===== src/logic/hfs_pkg.sv =====
// Purpose: constants and types for the vent/cool fault supervisor
// Assumes: 100 MHz system clock, one-second time base
// Notes: fault contacts are active high (contacts open)
package hfs_pkg;
  // ---------------------------------------------------------------
  // timing
  // ---------------------------------------------------------------
  localparam int CLK_PERIOD_NS = 10;
  localparam int TICK_PERIOD_NS = 1_000_000_000;
  localparam int TICK_CYCLES = TICK_PERIOD_NS / CLK_PERIOD_NS;
  localparam int TICK_W = 27;
  localparam int DEBOUNCE_NS = 20_000_000;
  localparam int DEBOUNCE_CYCLES = DEBOUNCE_NS / CLK_PERIOD_NS;
  localparam int DB_CNT_W = 22;
  localparam int SECS_W = 4;
  localparam logic [SECS_W-1:0] START_S = 4'h2;
  localparam logic [SECS_W-1:0] RETRY_IND_S = 4'h8;
  localparam logic [SECS_W-1:0] RETRY_PAUSE_S = 4'h2;
  localparam logic [SECS_W-1:0] RETRY_RUN_S = 4'h2;
  localparam logic [SECS_W-1:0] RETRY_FANOFF_S = 4'h2;
  localparam logic [SECS_W-1:0] AMB_REST_S = 4'h2;
  localparam logic [SECS_W-1:0] TRIP_HOLD_S = 4'ha;
  localparam logic [1:0] RETRY_CYCLES = 2'h3;
  // ---------------------------------------------------------------
  // selector and input vector layout
  // ---------------------------------------------------------------
  localparam logic [1:0] MODE_OFF = 2'h0;
  localparam logic [1:0] MODE_VENT = 2'h1;
  localparam logic [1:0] MODE_COOL = 2'h2;
  localparam logic [1:0] MODE_HEAT = 2'h3;
  localparam int IN_W = 9;
  localparam int IN_MODE_LO = 0;
  localparam int IN_DEMAND = 2;
  localparam int IN_AMB = 3;
  localparam int IN_TRIP = 4;
  localparam int IN_RETRY_LO = 5;
  localparam int IN_GATE = 8;
  // ---------------------------------------------------------------
  // register map
  // ---------------------------------------------------------------
  localparam int ADR_W = 4;
  localparam logic [ADR_W-1:0] REG_CTRL = 4'h0;
  localparam logic [ADR_W-1:0] REG_STATUS = 4'h4;
  localparam logic [ADR_W-1:0] REG_INPUTS = 4'h8;
  localparam int CTRL_EN_BIT = 0;
  localparam logic CTRL_EN_RST = 1'b1;
  localparam int ST_FAN_BIT = 0;
  localparam int ST_COMP_BIT = 1;
  localparam int ST_LOCK_BIT = 2;
  localparam int ST_IND_LO = 4;
  localparam int ST_LATCH_LO = 8;
  localparam int ST_STATE_LO = 12;
  // ---------------------------------------------------------------
  // supervisor states
  // ---------------------------------------------------------------
  typedef enum logic [3:0] {
    ST_OFF,
    ST_START,
    ST_RUN,
    ST_AMB_REST,
    ST_RETRY_IND,
    ST_RETRY_PAUSE,
    ST_RETRY_RUN,
    ST_RETRY_FANOFF,
    ST_RETRY_LATCH,
    ST_TRIP,
    ST_LOCKOUT
  } hfs_state_t;
endpackage : hfs_pkg


===== src/logic/hfs_input_filter.sv =====
// Purpose: synchronise and debounce the selector and contact inputs
// Assumes: inputs are slow mechanical or comparator levels
// Notes: output changes only after a level is stable for the full window
`timescale 1ns/1ps
`default_nettype none
module hfs_input_filter
  import hfs_pkg::*;
#(
  parameter int DEBOUNCE_LEN = DEBOUNCE_CYCLES
) (
  input wire logic clk_sys_in,
  input wire logic reset_n_in,
  input wire logic [IN_W-1:0] raw_in,
  output logic [IN_W-1:0] clean_out
);
  typedef struct packed {
    logic [IN_W-1:0] sync1;
    logic [IN_W-1:0] sync2;
    logic [IN_W-1:0] clean;
    logic [IN_W-1:0][DB_CNT_W-1:0] cnt;
  } hfs_filt_t;

  localparam logic [DB_CNT_W-1:0] DB_LAST = DB_CNT_W'(DEBOUNCE_LEN - 1);

  hfs_filt_t q, d;

  // ---------------------------------------------------------------
  // per-input stability counters
  // ---------------------------------------------------------------
  always_comb begin
    d = q;
    d.sync1 = raw_in;
    d.sync2 = q.sync1;
    for (int i = 0; i < IN_W; i++) begin
      if (q.sync2[i] == q.clean[i]) begin
        d.cnt[i] = '0;
      end else if (q.cnt[i] == DB_LAST) begin
        d.clean[i] = q.sync2[i];
        d.cnt[i] = '0;
      end else begin
        d.cnt[i] = q.cnt[i] + 1'b1;
      end
    end
  end

  always_ff @(posedge clk_sys_in or negedge reset_n_in) begin
    if (!reset_n_in) begin
      q <= '0;
    end else begin
      q <= d;
    end
  end

  assign clean_out = q.clean;
endmodule : hfs_input_filter
`default_nettype wire


===== src/logic/hfs_supervisor.sv =====
// Purpose: vent/cool supervisory logic with retry and lockout handling
// Assumes: inputs from selector, comparators and fault contacts; classic
//   wishbone register access
// Notes: heat position and off both hold the block idle
`timescale 1ns/1ps
`default_nettype none
module hfs_supervisor
  import hfs_pkg::*;
#(
  parameter int TICK_LEN = TICK_CYCLES,
  parameter int DEBOUNCE_LEN = DEBOUNCE_CYCLES
) (
  input wire logic clk_sys_in,
  input wire logic reset_n_in,
  input wire logic [1:0] mode_sel_in,
  input wire logic cool_demand_in,
  input wire logic ambient_warm_in,
  input wire logic lockout_trip_input,
  input wire logic retry_fault_a_input,
  input wire logic retry_fault_b_input,
  input wire logic retry_fault_c_input,
  input wire logic fault_gating_input,
  output logic fan_run_out,
  output logic compressor_run_out,
  output logic lockout_out,
  output logic retry_fault_a_indicator,
  output logic retry_fault_b_indicator,
  output logic retry_fault_c_indicator,
  input wire logic wb_cyc_in,
  input wire logic wb_stb_in,
  input wire logic wb_we_in,
  input wire logic [ADR_W-1:0] wb_adr_in,
  input wire logic [3:0] wb_sel_in,
  input wire logic [31:0] wb_dat_in,
  output logic [31:0] wb_dat_out,
  output logic wb_ack_out
);
  // ---------------------------------------------------------------
  // state record
  // ---------------------------------------------------------------
  typedef struct packed {
    hfs_state_t state;
    logic [TICK_W-1:0] pre;
    logic [SECS_W-1:0] secs;
    logic [1:0] retry_cnt;
    logic [2:0] ind_mask;
    logic [2:0] latch_mask;
    logic prev_amb;
    logic fan;
    logic comp;
    logic lock;
    logic [2:0] ind;
    logic ctrl_en;
    logic ack;
    logic [31:0] rdat;
  } hfs_sup_t;

  localparam logic [TICK_W-1:0] TICK_LAST = TICK_W'(TICK_LEN - 1);

  hfs_sup_t q, d;
  logic [IN_W-1:0] raw;
  logic [IN_W-1:0] clean;

  // ---------------------------------------------------------------
  // input conditioning
  // ---------------------------------------------------------------
  assign raw = {fault_gating_input, retry_fault_c_input, retry_fault_b_input,
                retry_fault_a_input, lockout_trip_input, ambient_warm_in,
                cool_demand_in, mode_sel_in};

  // the state machine sees only debounced levels, never a raw pin
  hfs_input_filter #(
    .DEBOUNCE_LEN(DEBOUNCE_LEN)
  ) u_filter (
    .clk_sys_in(clk_sys_in),
    .reset_n_in(reset_n_in),
    .raw_in(raw),
    .clean_out(clean)
  );

  // ---------------------------------------------------------------
  // helpers
  // ---------------------------------------------------------------
  // true on the tick that closes the last second of a phase
  function automatic logic phase_done(input logic tick, input logic [SECS_W-1:0] secs,
                                      input logic [SECS_W-1:0] len);
    phase_done = tick && (secs == len - 1'b1);
  endfunction : phase_done

  // ---------------------------------------------------------------
  // next-state logic
  // ---------------------------------------------------------------
  always_comb begin
    logic [1:0] mode;
    logic demand;
    logic amb;
    logic trip;
    logic [2:0] gated;
    logic operating;
    logic cool;
    logic tick;
    logic [1:0] cnt_next;
    logic access;
    hfs_state_t nxt;
    // ---------------------------------------------------------------
    // input decode
    // ---------------------------------------------------------------
    mode = clean[IN_MODE_LO +: 2];
    demand = clean[IN_DEMAND];
    amb = clean[IN_AMB];
    trip = clean[IN_TRIP];
    // retry contacts act only while the gating contact is active
    gated = clean[IN_RETRY_LO +: 3] & {3{clean[IN_GATE]}};
    operating = q.ctrl_en && (mode == MODE_VENT || mode == MODE_COOL);
    cool = (mode == MODE_COOL);
    cnt_next = q.retry_cnt + 2'h1;
    access = wb_cyc_in && wb_stb_in && !q.ack;
    d = q;
    nxt = q.state;

    // ---------------------------------------------------------------
    // time base
    // ---------------------------------------------------------------
    // one-second time base, restarted at every state change
    tick = (q.pre == TICK_LAST);
    d.pre = tick ? '0 : q.pre + 1'b1;
    if (tick) begin
      d.secs = q.secs + 1'b1;
    end
    // tracked in every state, so entering cool while warm shows no edge
    d.prev_amb = amb;

    // ---------------------------------------------------------------
    // state transitions
    // ---------------------------------------------------------------
    // off, heat or a cleared enable all act as the off/reset position
    if (!operating) begin
      nxt = ST_OFF;
    end else begin
      unique case (q.state)
        ST_OFF: begin
          // trip present on leaving off/reset goes straight to the hold
          nxt = trip ? ST_TRIP : ST_START;
        end
        ST_START: begin
          if (trip) begin
            nxt = ST_TRIP;
          end else if (phase_done(tick, q.secs, START_S)) begin
            nxt = ST_RUN;
          end
        end
        ST_RUN: begin
          // trip outranks retry faults, which outrank an ambient rest
          if (trip) begin
            nxt = ST_TRIP;
          end else if (|gated) begin
            nxt = ST_RETRY_IND;
            d.ind_mask = gated;
            d.retry_cnt = '0;
          end else if (cool && amb && !q.prev_amb) begin
            nxt = ST_AMB_REST;
          end
        end
        ST_AMB_REST: begin
          if (trip) begin
            nxt = ST_TRIP;
          end else if (phase_done(tick, q.secs, AMB_REST_S)) begin
            nxt = ST_RUN;
          end
        end
        ST_RETRY_IND: begin
          if (trip) begin
            nxt = ST_TRIP;
          end else if (phase_done(tick, q.secs, RETRY_IND_S)) begin
            nxt = ST_RETRY_PAUSE;
          end
        end
        ST_RETRY_PAUSE: begin
          if (trip) begin
            nxt = ST_TRIP;
          end else if (phase_done(tick, q.secs, RETRY_PAUSE_S)) begin
            nxt = ST_RETRY_RUN;
          end
        end
        ST_RETRY_RUN: begin
          if (trip) begin
            nxt = ST_TRIP;
          end else if (phase_done(tick, q.secs, RETRY_RUN_S)) begin
            // mask was taken at cycle start; a new contact cannot join it
            if (|(gated & q.ind_mask)) begin
              if (cnt_next == RETRY_CYCLES) begin
                nxt = ST_RETRY_LATCH;
                d.latch_mask = q.ind_mask;
              end else begin
                nxt = ST_RETRY_IND;
                d.retry_cnt = cnt_next;
              end
            end else begin
              nxt = ST_RETRY_FANOFF;
            end
          end
        end
        ST_RETRY_FANOFF: begin
          if (trip) begin
            nxt = ST_TRIP;
          end else if (phase_done(tick, q.secs, RETRY_FANOFF_S)) begin
            nxt = ST_RUN;
          end
        end
        ST_RETRY_LATCH: begin
          if (trip) begin
            nxt = ST_TRIP;
          end
        end
        ST_TRIP: begin
          // a trip gone before the hold ends returns to any latched retry
          if (phase_done(tick, q.secs, TRIP_HOLD_S)) begin
            if (trip) begin
              nxt = ST_LOCKOUT;
            end else if (|q.latch_mask) begin
              nxt = ST_RETRY_LATCH;
            end else begin
              nxt = ST_RUN;
            end
          end
        end
        ST_LOCKOUT: begin
          // only leaving the operating modes clears a lockout
          nxt = ST_LOCKOUT;
        end
      endcase
    end

    // ---------------------------------------------------------------
    // phase timer and latch clear
    // ---------------------------------------------------------------
    // every phase is timed from its own entry edge
    if (nxt != q.state) begin
      d.pre = '0;
      d.secs = '0;
    end
    d.state = nxt;

    if (nxt == ST_OFF) begin
      d.latch_mask = '0;
      d.ind_mask = '0;
      d.retry_cnt = '0;
    end

    // ---------------------------------------------------------------
    // outputs follow the next state so they change with it
    // ---------------------------------------------------------------
    d.fan = 1'b0;
    d.comp = 1'b0;
    d.ind = '0;
    d.lock = 1'b0;
    unique case (nxt)
      ST_RUN: begin
        d.fan = 1'b1;
        d.comp = cool && (demand || amb);
      end
      ST_RETRY_IND: begin
        d.fan = 1'b1;
        d.ind = d.ind_mask;
      end
      ST_RETRY_RUN: begin
        d.fan = 1'b1;
      end
      ST_RETRY_LATCH: begin
        d.fan = 1'b1;
        d.ind = d.latch_mask;
      end
      ST_LOCKOUT: begin
        d.lock = 1'b1;
      end
      ST_OFF, ST_START, ST_AMB_REST, ST_RETRY_PAUSE, ST_RETRY_FANOFF, ST_TRIP: begin
        d.fan = 1'b0;
      end
    endcase

    // ---------------------------------------------------------------
    // register access
    // ---------------------------------------------------------------
    // ack stands one cycle; a request still held after it is taken again the next cycle
    // read data is zero outside the ack cycle
    d.ack = access;
    d.rdat = '0;
    if (access) begin
      if (wb_we_in) begin
        if (wb_adr_in == REG_CTRL && wb_sel_in[0]) begin
          // clearing the enable acts as off/reset and drops every latch
          d.ctrl_en = wb_dat_in[CTRL_EN_BIT];
        end
      end else begin
        unique case (wb_adr_in)
          REG_CTRL: begin
            d.rdat[CTRL_EN_BIT] = q.ctrl_en;
          end
          REG_STATUS: begin
            d.rdat[ST_FAN_BIT] = q.fan;
            d.rdat[ST_COMP_BIT] = q.comp;
            d.rdat[ST_LOCK_BIT] = q.lock;
            d.rdat[ST_IND_LO +: 3] = q.ind;
            d.rdat[ST_LATCH_LO +: 3] = q.latch_mask;
            d.rdat[ST_STATE_LO +: 4] = q.state;
          end
          REG_INPUTS: begin
            d.rdat[IN_W-1:0] = clean;
          end
          default: begin
            d.rdat = '0;
          end
        endcase
      end
    end
  end

  // ---------------------------------------------------------------
  // state register
  // ---------------------------------------------------------------
  always_ff @(posedge clk_sys_in or negedge reset_n_in) begin
    if (!reset_n_in) begin
      q <= '0;
      q.state <= ST_OFF;
      // enabled from reset so the panel works without software
      q.ctrl_en <= CTRL_EN_RST;
    end else begin
      q <= d;
    end
  end

  // ---------------------------------------------------------------
  // outputs
  // ---------------------------------------------------------------
  assign fan_run_out = q.fan;
  assign compressor_run_out = q.comp;
  assign lockout_out = q.lock;
  assign retry_fault_a_indicator = q.ind[0];
  assign retry_fault_b_indicator = q.ind[1];
  assign retry_fault_c_indicator = q.ind[2];
  assign wb_dat_out = q.rdat;
  assign wb_ack_out = q.ack;
endmodule : hfs_supervisor
`default_nettype wire

===== config.mk =====
export PLATFORM = sky130hd
export DESIGN_NAME = hfs_supervisor
export DESIGN_NICKNAME = d
export VERILOG_FILES = /design/src/logic/hfs_pkg.sv /design/src/logic/hfs_input_filter.sv /design/src/logic/hfs_supervisor.sv
export SDC_FILE = /design/constraint.sdc
export NUM_CORES = 1
export LEC_CHECK = 0
export BUFFER_PORTS_ARGS = -buffer_cell sky130_fd_sc_hd__buf_2
export CAP_MARGIN = 20
export CORE_MARGIN = 2
export CORE_UTILIZATION = 45
export CTS_CLUSTER_DIAMETER = 40
export CTS_CLUSTER_SIZE = 24
export DETAILED_ROUTE_END_ITERATION = 12
export PLACE_DENSITY = 0.62
export SYNTH_ARGS = -nofsm -noshare
export SYNTH_HDL_FRONTEND = slang
export SYNTH_SLANG_ARGS = --single-unit

===== constraint.sdc =====
create_clock -name clk_sys_in -period 4.9 [get_ports clk_sys_in]
set_clock_uncertainty 0.1 [all_clocks]
set_input_delay 0.98 -clock clk_sys_in [delete_from_list [all_inputs] [get_ports clk_sys_in]]
set_output_delay 0.98 -clock clk_sys_in [all_outputs]
set_load 0.01 [all_outputs]

==> metrics.md <==
| Metric | Value |
|---|---|
| Outcome | completed |
| Root Buffer | clkbuf_16 |
| CP Class | reg -> reg |
| Clock transition at the registers of the reported paths | around 60 ps |
| Remaining Overflow, GRT | 0 |
| Max Cap Viol | 0 |
| Initial core utilization | 0.454 |
| Reg2Reg Setup Slack | 1250 ps |
| Crit path time final | between 3000 and 4000 ps |
| Hold Crit Start | u_filter.d[210] |
| DR pass1 iterations | 5 |
| Peak VDD IR | about 230 uV |
| Synth area leader | dfrtp_1 |
| Placed wire-length estimate | between 15000 and 20000 um |
| Post-synth EDFFs | 0 |
| Area share of the leading cell type in the synthesized netlist | 0.511 |
| Final setup violation count | 0 |
| Max stage delay cell, worst path | or4b_4 |
| Synth cell types | 72 |
| Worst path cell trace | or4b_4, nor4_4, and2_1, buf_4, a41oi_1, a211o_1, o211ai_4, buf_4, nor3_1 |
| Slew Limit Headroom | 0.291 |
| Via-to-Cell Ratio | roughly 5.2 |
| Final WL | around 27000 um |
| Port buffer count | ~40 |
| Max stage delay on crit path | 570 ps |
| Hold Path Class | reg -> reg |
| Most used cell, CP | buf_4 |
| Largest net degree at the start of global routing | around 140 |
| Syn Area/Cell | between 10 and 15 um^2 |
| Crit Reg-Reg Endpoint | q[78] |
| Antenna-violating nets left | 0 |
| Commonest non-fill, non-tap cell in the layout | dfrtp_1 |
| Die Ht | about 180 um |
| Clock latency on the worst-skew pair | approximately 540 ps |
| Lkg Pwr | about 0.007 uW |
| First-pass GRT wire length | approximately 47000 um |
| DRC | 0 |
| Critical path launch point type | flop |
| Sum of negative setup slack | 0 ps |
| Synth Instances | ~1.4k |
| Drt wl/cell | approximately 15 um |
| Syn. warnings | 0 |
| Hold Path End | u_filter.q[210] |
| Vias in the first global route | just under 10k |
| Total power | between 5000 and 6000 uW |
| Nets@finish | between 1.5k and 2k |
| Highest clock rate | roughly 270 MHz |
| Vias | 9768 |
| Slew Limit Fails | 0 |
| H-tree levels | 2 |
| CTS resizes | 0 |
| Core Area | ~31000 um^2 |
| Worst hold path stage count | 0 |
| Hold Buf Count CTS | 0 |
| Gr usage total | 0.172 |
| CP startpoint | q[62] |
| Worst reg2reg path startpoint | q[62] |
| Unrepaired setup endpoints after global routing | false |
| 1st-iter DRT viols | roughly 640 |
| Commonest cells after routing, fill and taps aside | dfrtp_1 (291), nor2_1 (261), xor2_1 (142), nand3_1 (99), nand2_1 (86) |
| Mapped Area | between 10000 and 15000 um^2 |
| Area grow syn2layout | 13.0% |
| Placer Congestion | just over 0.8 |
| Clk sink count | 292 |
| CTS tree | yes |
| Post-CTS Setup Repair Bufs | 0 |
| Max FO, Critical Path | 19 |
| Top cells by area, synth | dfrtp_1 (51%), xor2_1 (8.7%), nor2_1 (6.9%) |
| Seq/Total Area, Yosys | 0.513 |
| Cts bufs inserted | between 40 and 50 |
| Top FF cell, synth | dfrtp_1 |
| FP Rows | 65 |
| Critical path required time | 5190 ps |
| Die area | approximately 33000 um^2 |
| # IOs | 93 |
| PwrDens | ~350 nW/um^2 |
| Crit share post-route | 0.744 |
| Worst R2R Path Depth | 9 |
| Final Hold Vio Count | 0 |
| Asr flop ratio synth | 1.00 |
| Layout cells sized above 1 | 0.114 |
| DIE WIDTH | between 150 and 200 um |
| Crit. End Element | flop |
| Flops & latches, synth | ~290 |
| Clock buffer depth | 3 |
| Initial antenna violation count | 1 |
| CP arrival | slightly below 4000 ps |
| Slew @ Worst Pin | ~1100 ps |
[stage by stage]
stage | hold WS (ps) | instance area (um^2) | setup slack (ps) | instances | util
floorplan | 231 | 14300 | 2200 | 1433 | -
global placement | 232 | 14700 | 1270 | 1804 | 0.467
detailed placement | 235 | 14700 | 1230 | 1804 | 0.467
CTS | 252 | 16100 | 1230 | 1878 | 0.512
global route | 253 | 16100 | 997 | 1879 | 0.513
finish | 248 | 16100 | 1250 | 1880 | 0.513
[metal layers]
metal / track usage / up-vias / routed length, um
met5: 0 / - / 0
met4: 0.0581 / 0 / 531
met2: 0.272 / 143 / 12500
li1: - / 4857 / -
met3: 0.0339 / 42 / 979
met1: 0.238 / 4726 / 13300
[report_power, final]
group	internal, uW	switching [uW]
sequential	2440	23.3
clock	1900	1110
combinational	35.9	103
total	4370	1240
[cell families after synthesis]
logic type / share of synthesized area
and+or+nand+nor: 0.259
DFF: 0.513
xor gates and xnor gates: 0.134
buffers and inverters: 0.0378
AOI/OAI and AO/OA: 0.0361
adders and majority gates: 0.0123
muxes: 0.00765
other: 0.000263
[cell type report]
type / count / area, um^2
fill: 2848 / 15300
tap: 402 / 503
clock buffer: 52 / 1150
timing repair buffer: 50 / 308
multi-input combinational: 1038 / 6460
clock inverter: 22 / 270
antenna: 1 / 2.50
inverter: 23 / 86.3
sequential: 292 / 7310
[state kept, by name, summed over array words and instances (netlist names)]
name	cells
compressor_run_out	1
fan_run_out	1
lockout_out	1
q	45
retry_fault_a_indicator	1
retry_fault_b_indicator	1
retry_fault_c_indicator	1
u_filter.clean_out	9
u_filter.d	9
u_filter.q	207
wb_ack_out	1
wb_dat_out	15
[synthesized netlist by cell type (13+ instances only)]
master / instances
and2_1: 14
nand4_1: 35
inv_1: 23
ha_1: 14
nor2b_1: 14
buf_4: 33
xnor2_1: 76
nor2_1: 261
and4_1: 23
dfrtp_1: 291
nor3_1: 38
xor2_1: 142
and3_1: 53
or2_2: 13
nor4_1: 19
nor4_2: 16
clkbuf_1: 38
nand3_1: 99
nand2_1: 86
[how the worst max path moves through the flow]
| stage | endpoint | cells past startpoint |
|---|---|---|
| 2_1_floorplan | q[55] | 9 |
| 3_3_place_gp | q[51] | 9 |
| 3_5_place_dp | q[59] | 9 |
| 4_1_cts | q[57] | 9 |
| 5_1_grt | q[52] | 8 |
| 6_report | q[78] | 9 |
[worst max-delay path, delay by kind of cell, from the launching register on]
kind / cells / cell delay (ps)
AO/OA/AOI/OAI: 3 / 850
buffers and inverters: 2 / 630
AND/OR/NAND/NOR: 4 / 1460
flip-flops: 1 / 440
No activity file was read; power rests on OpenSTA's default activity.
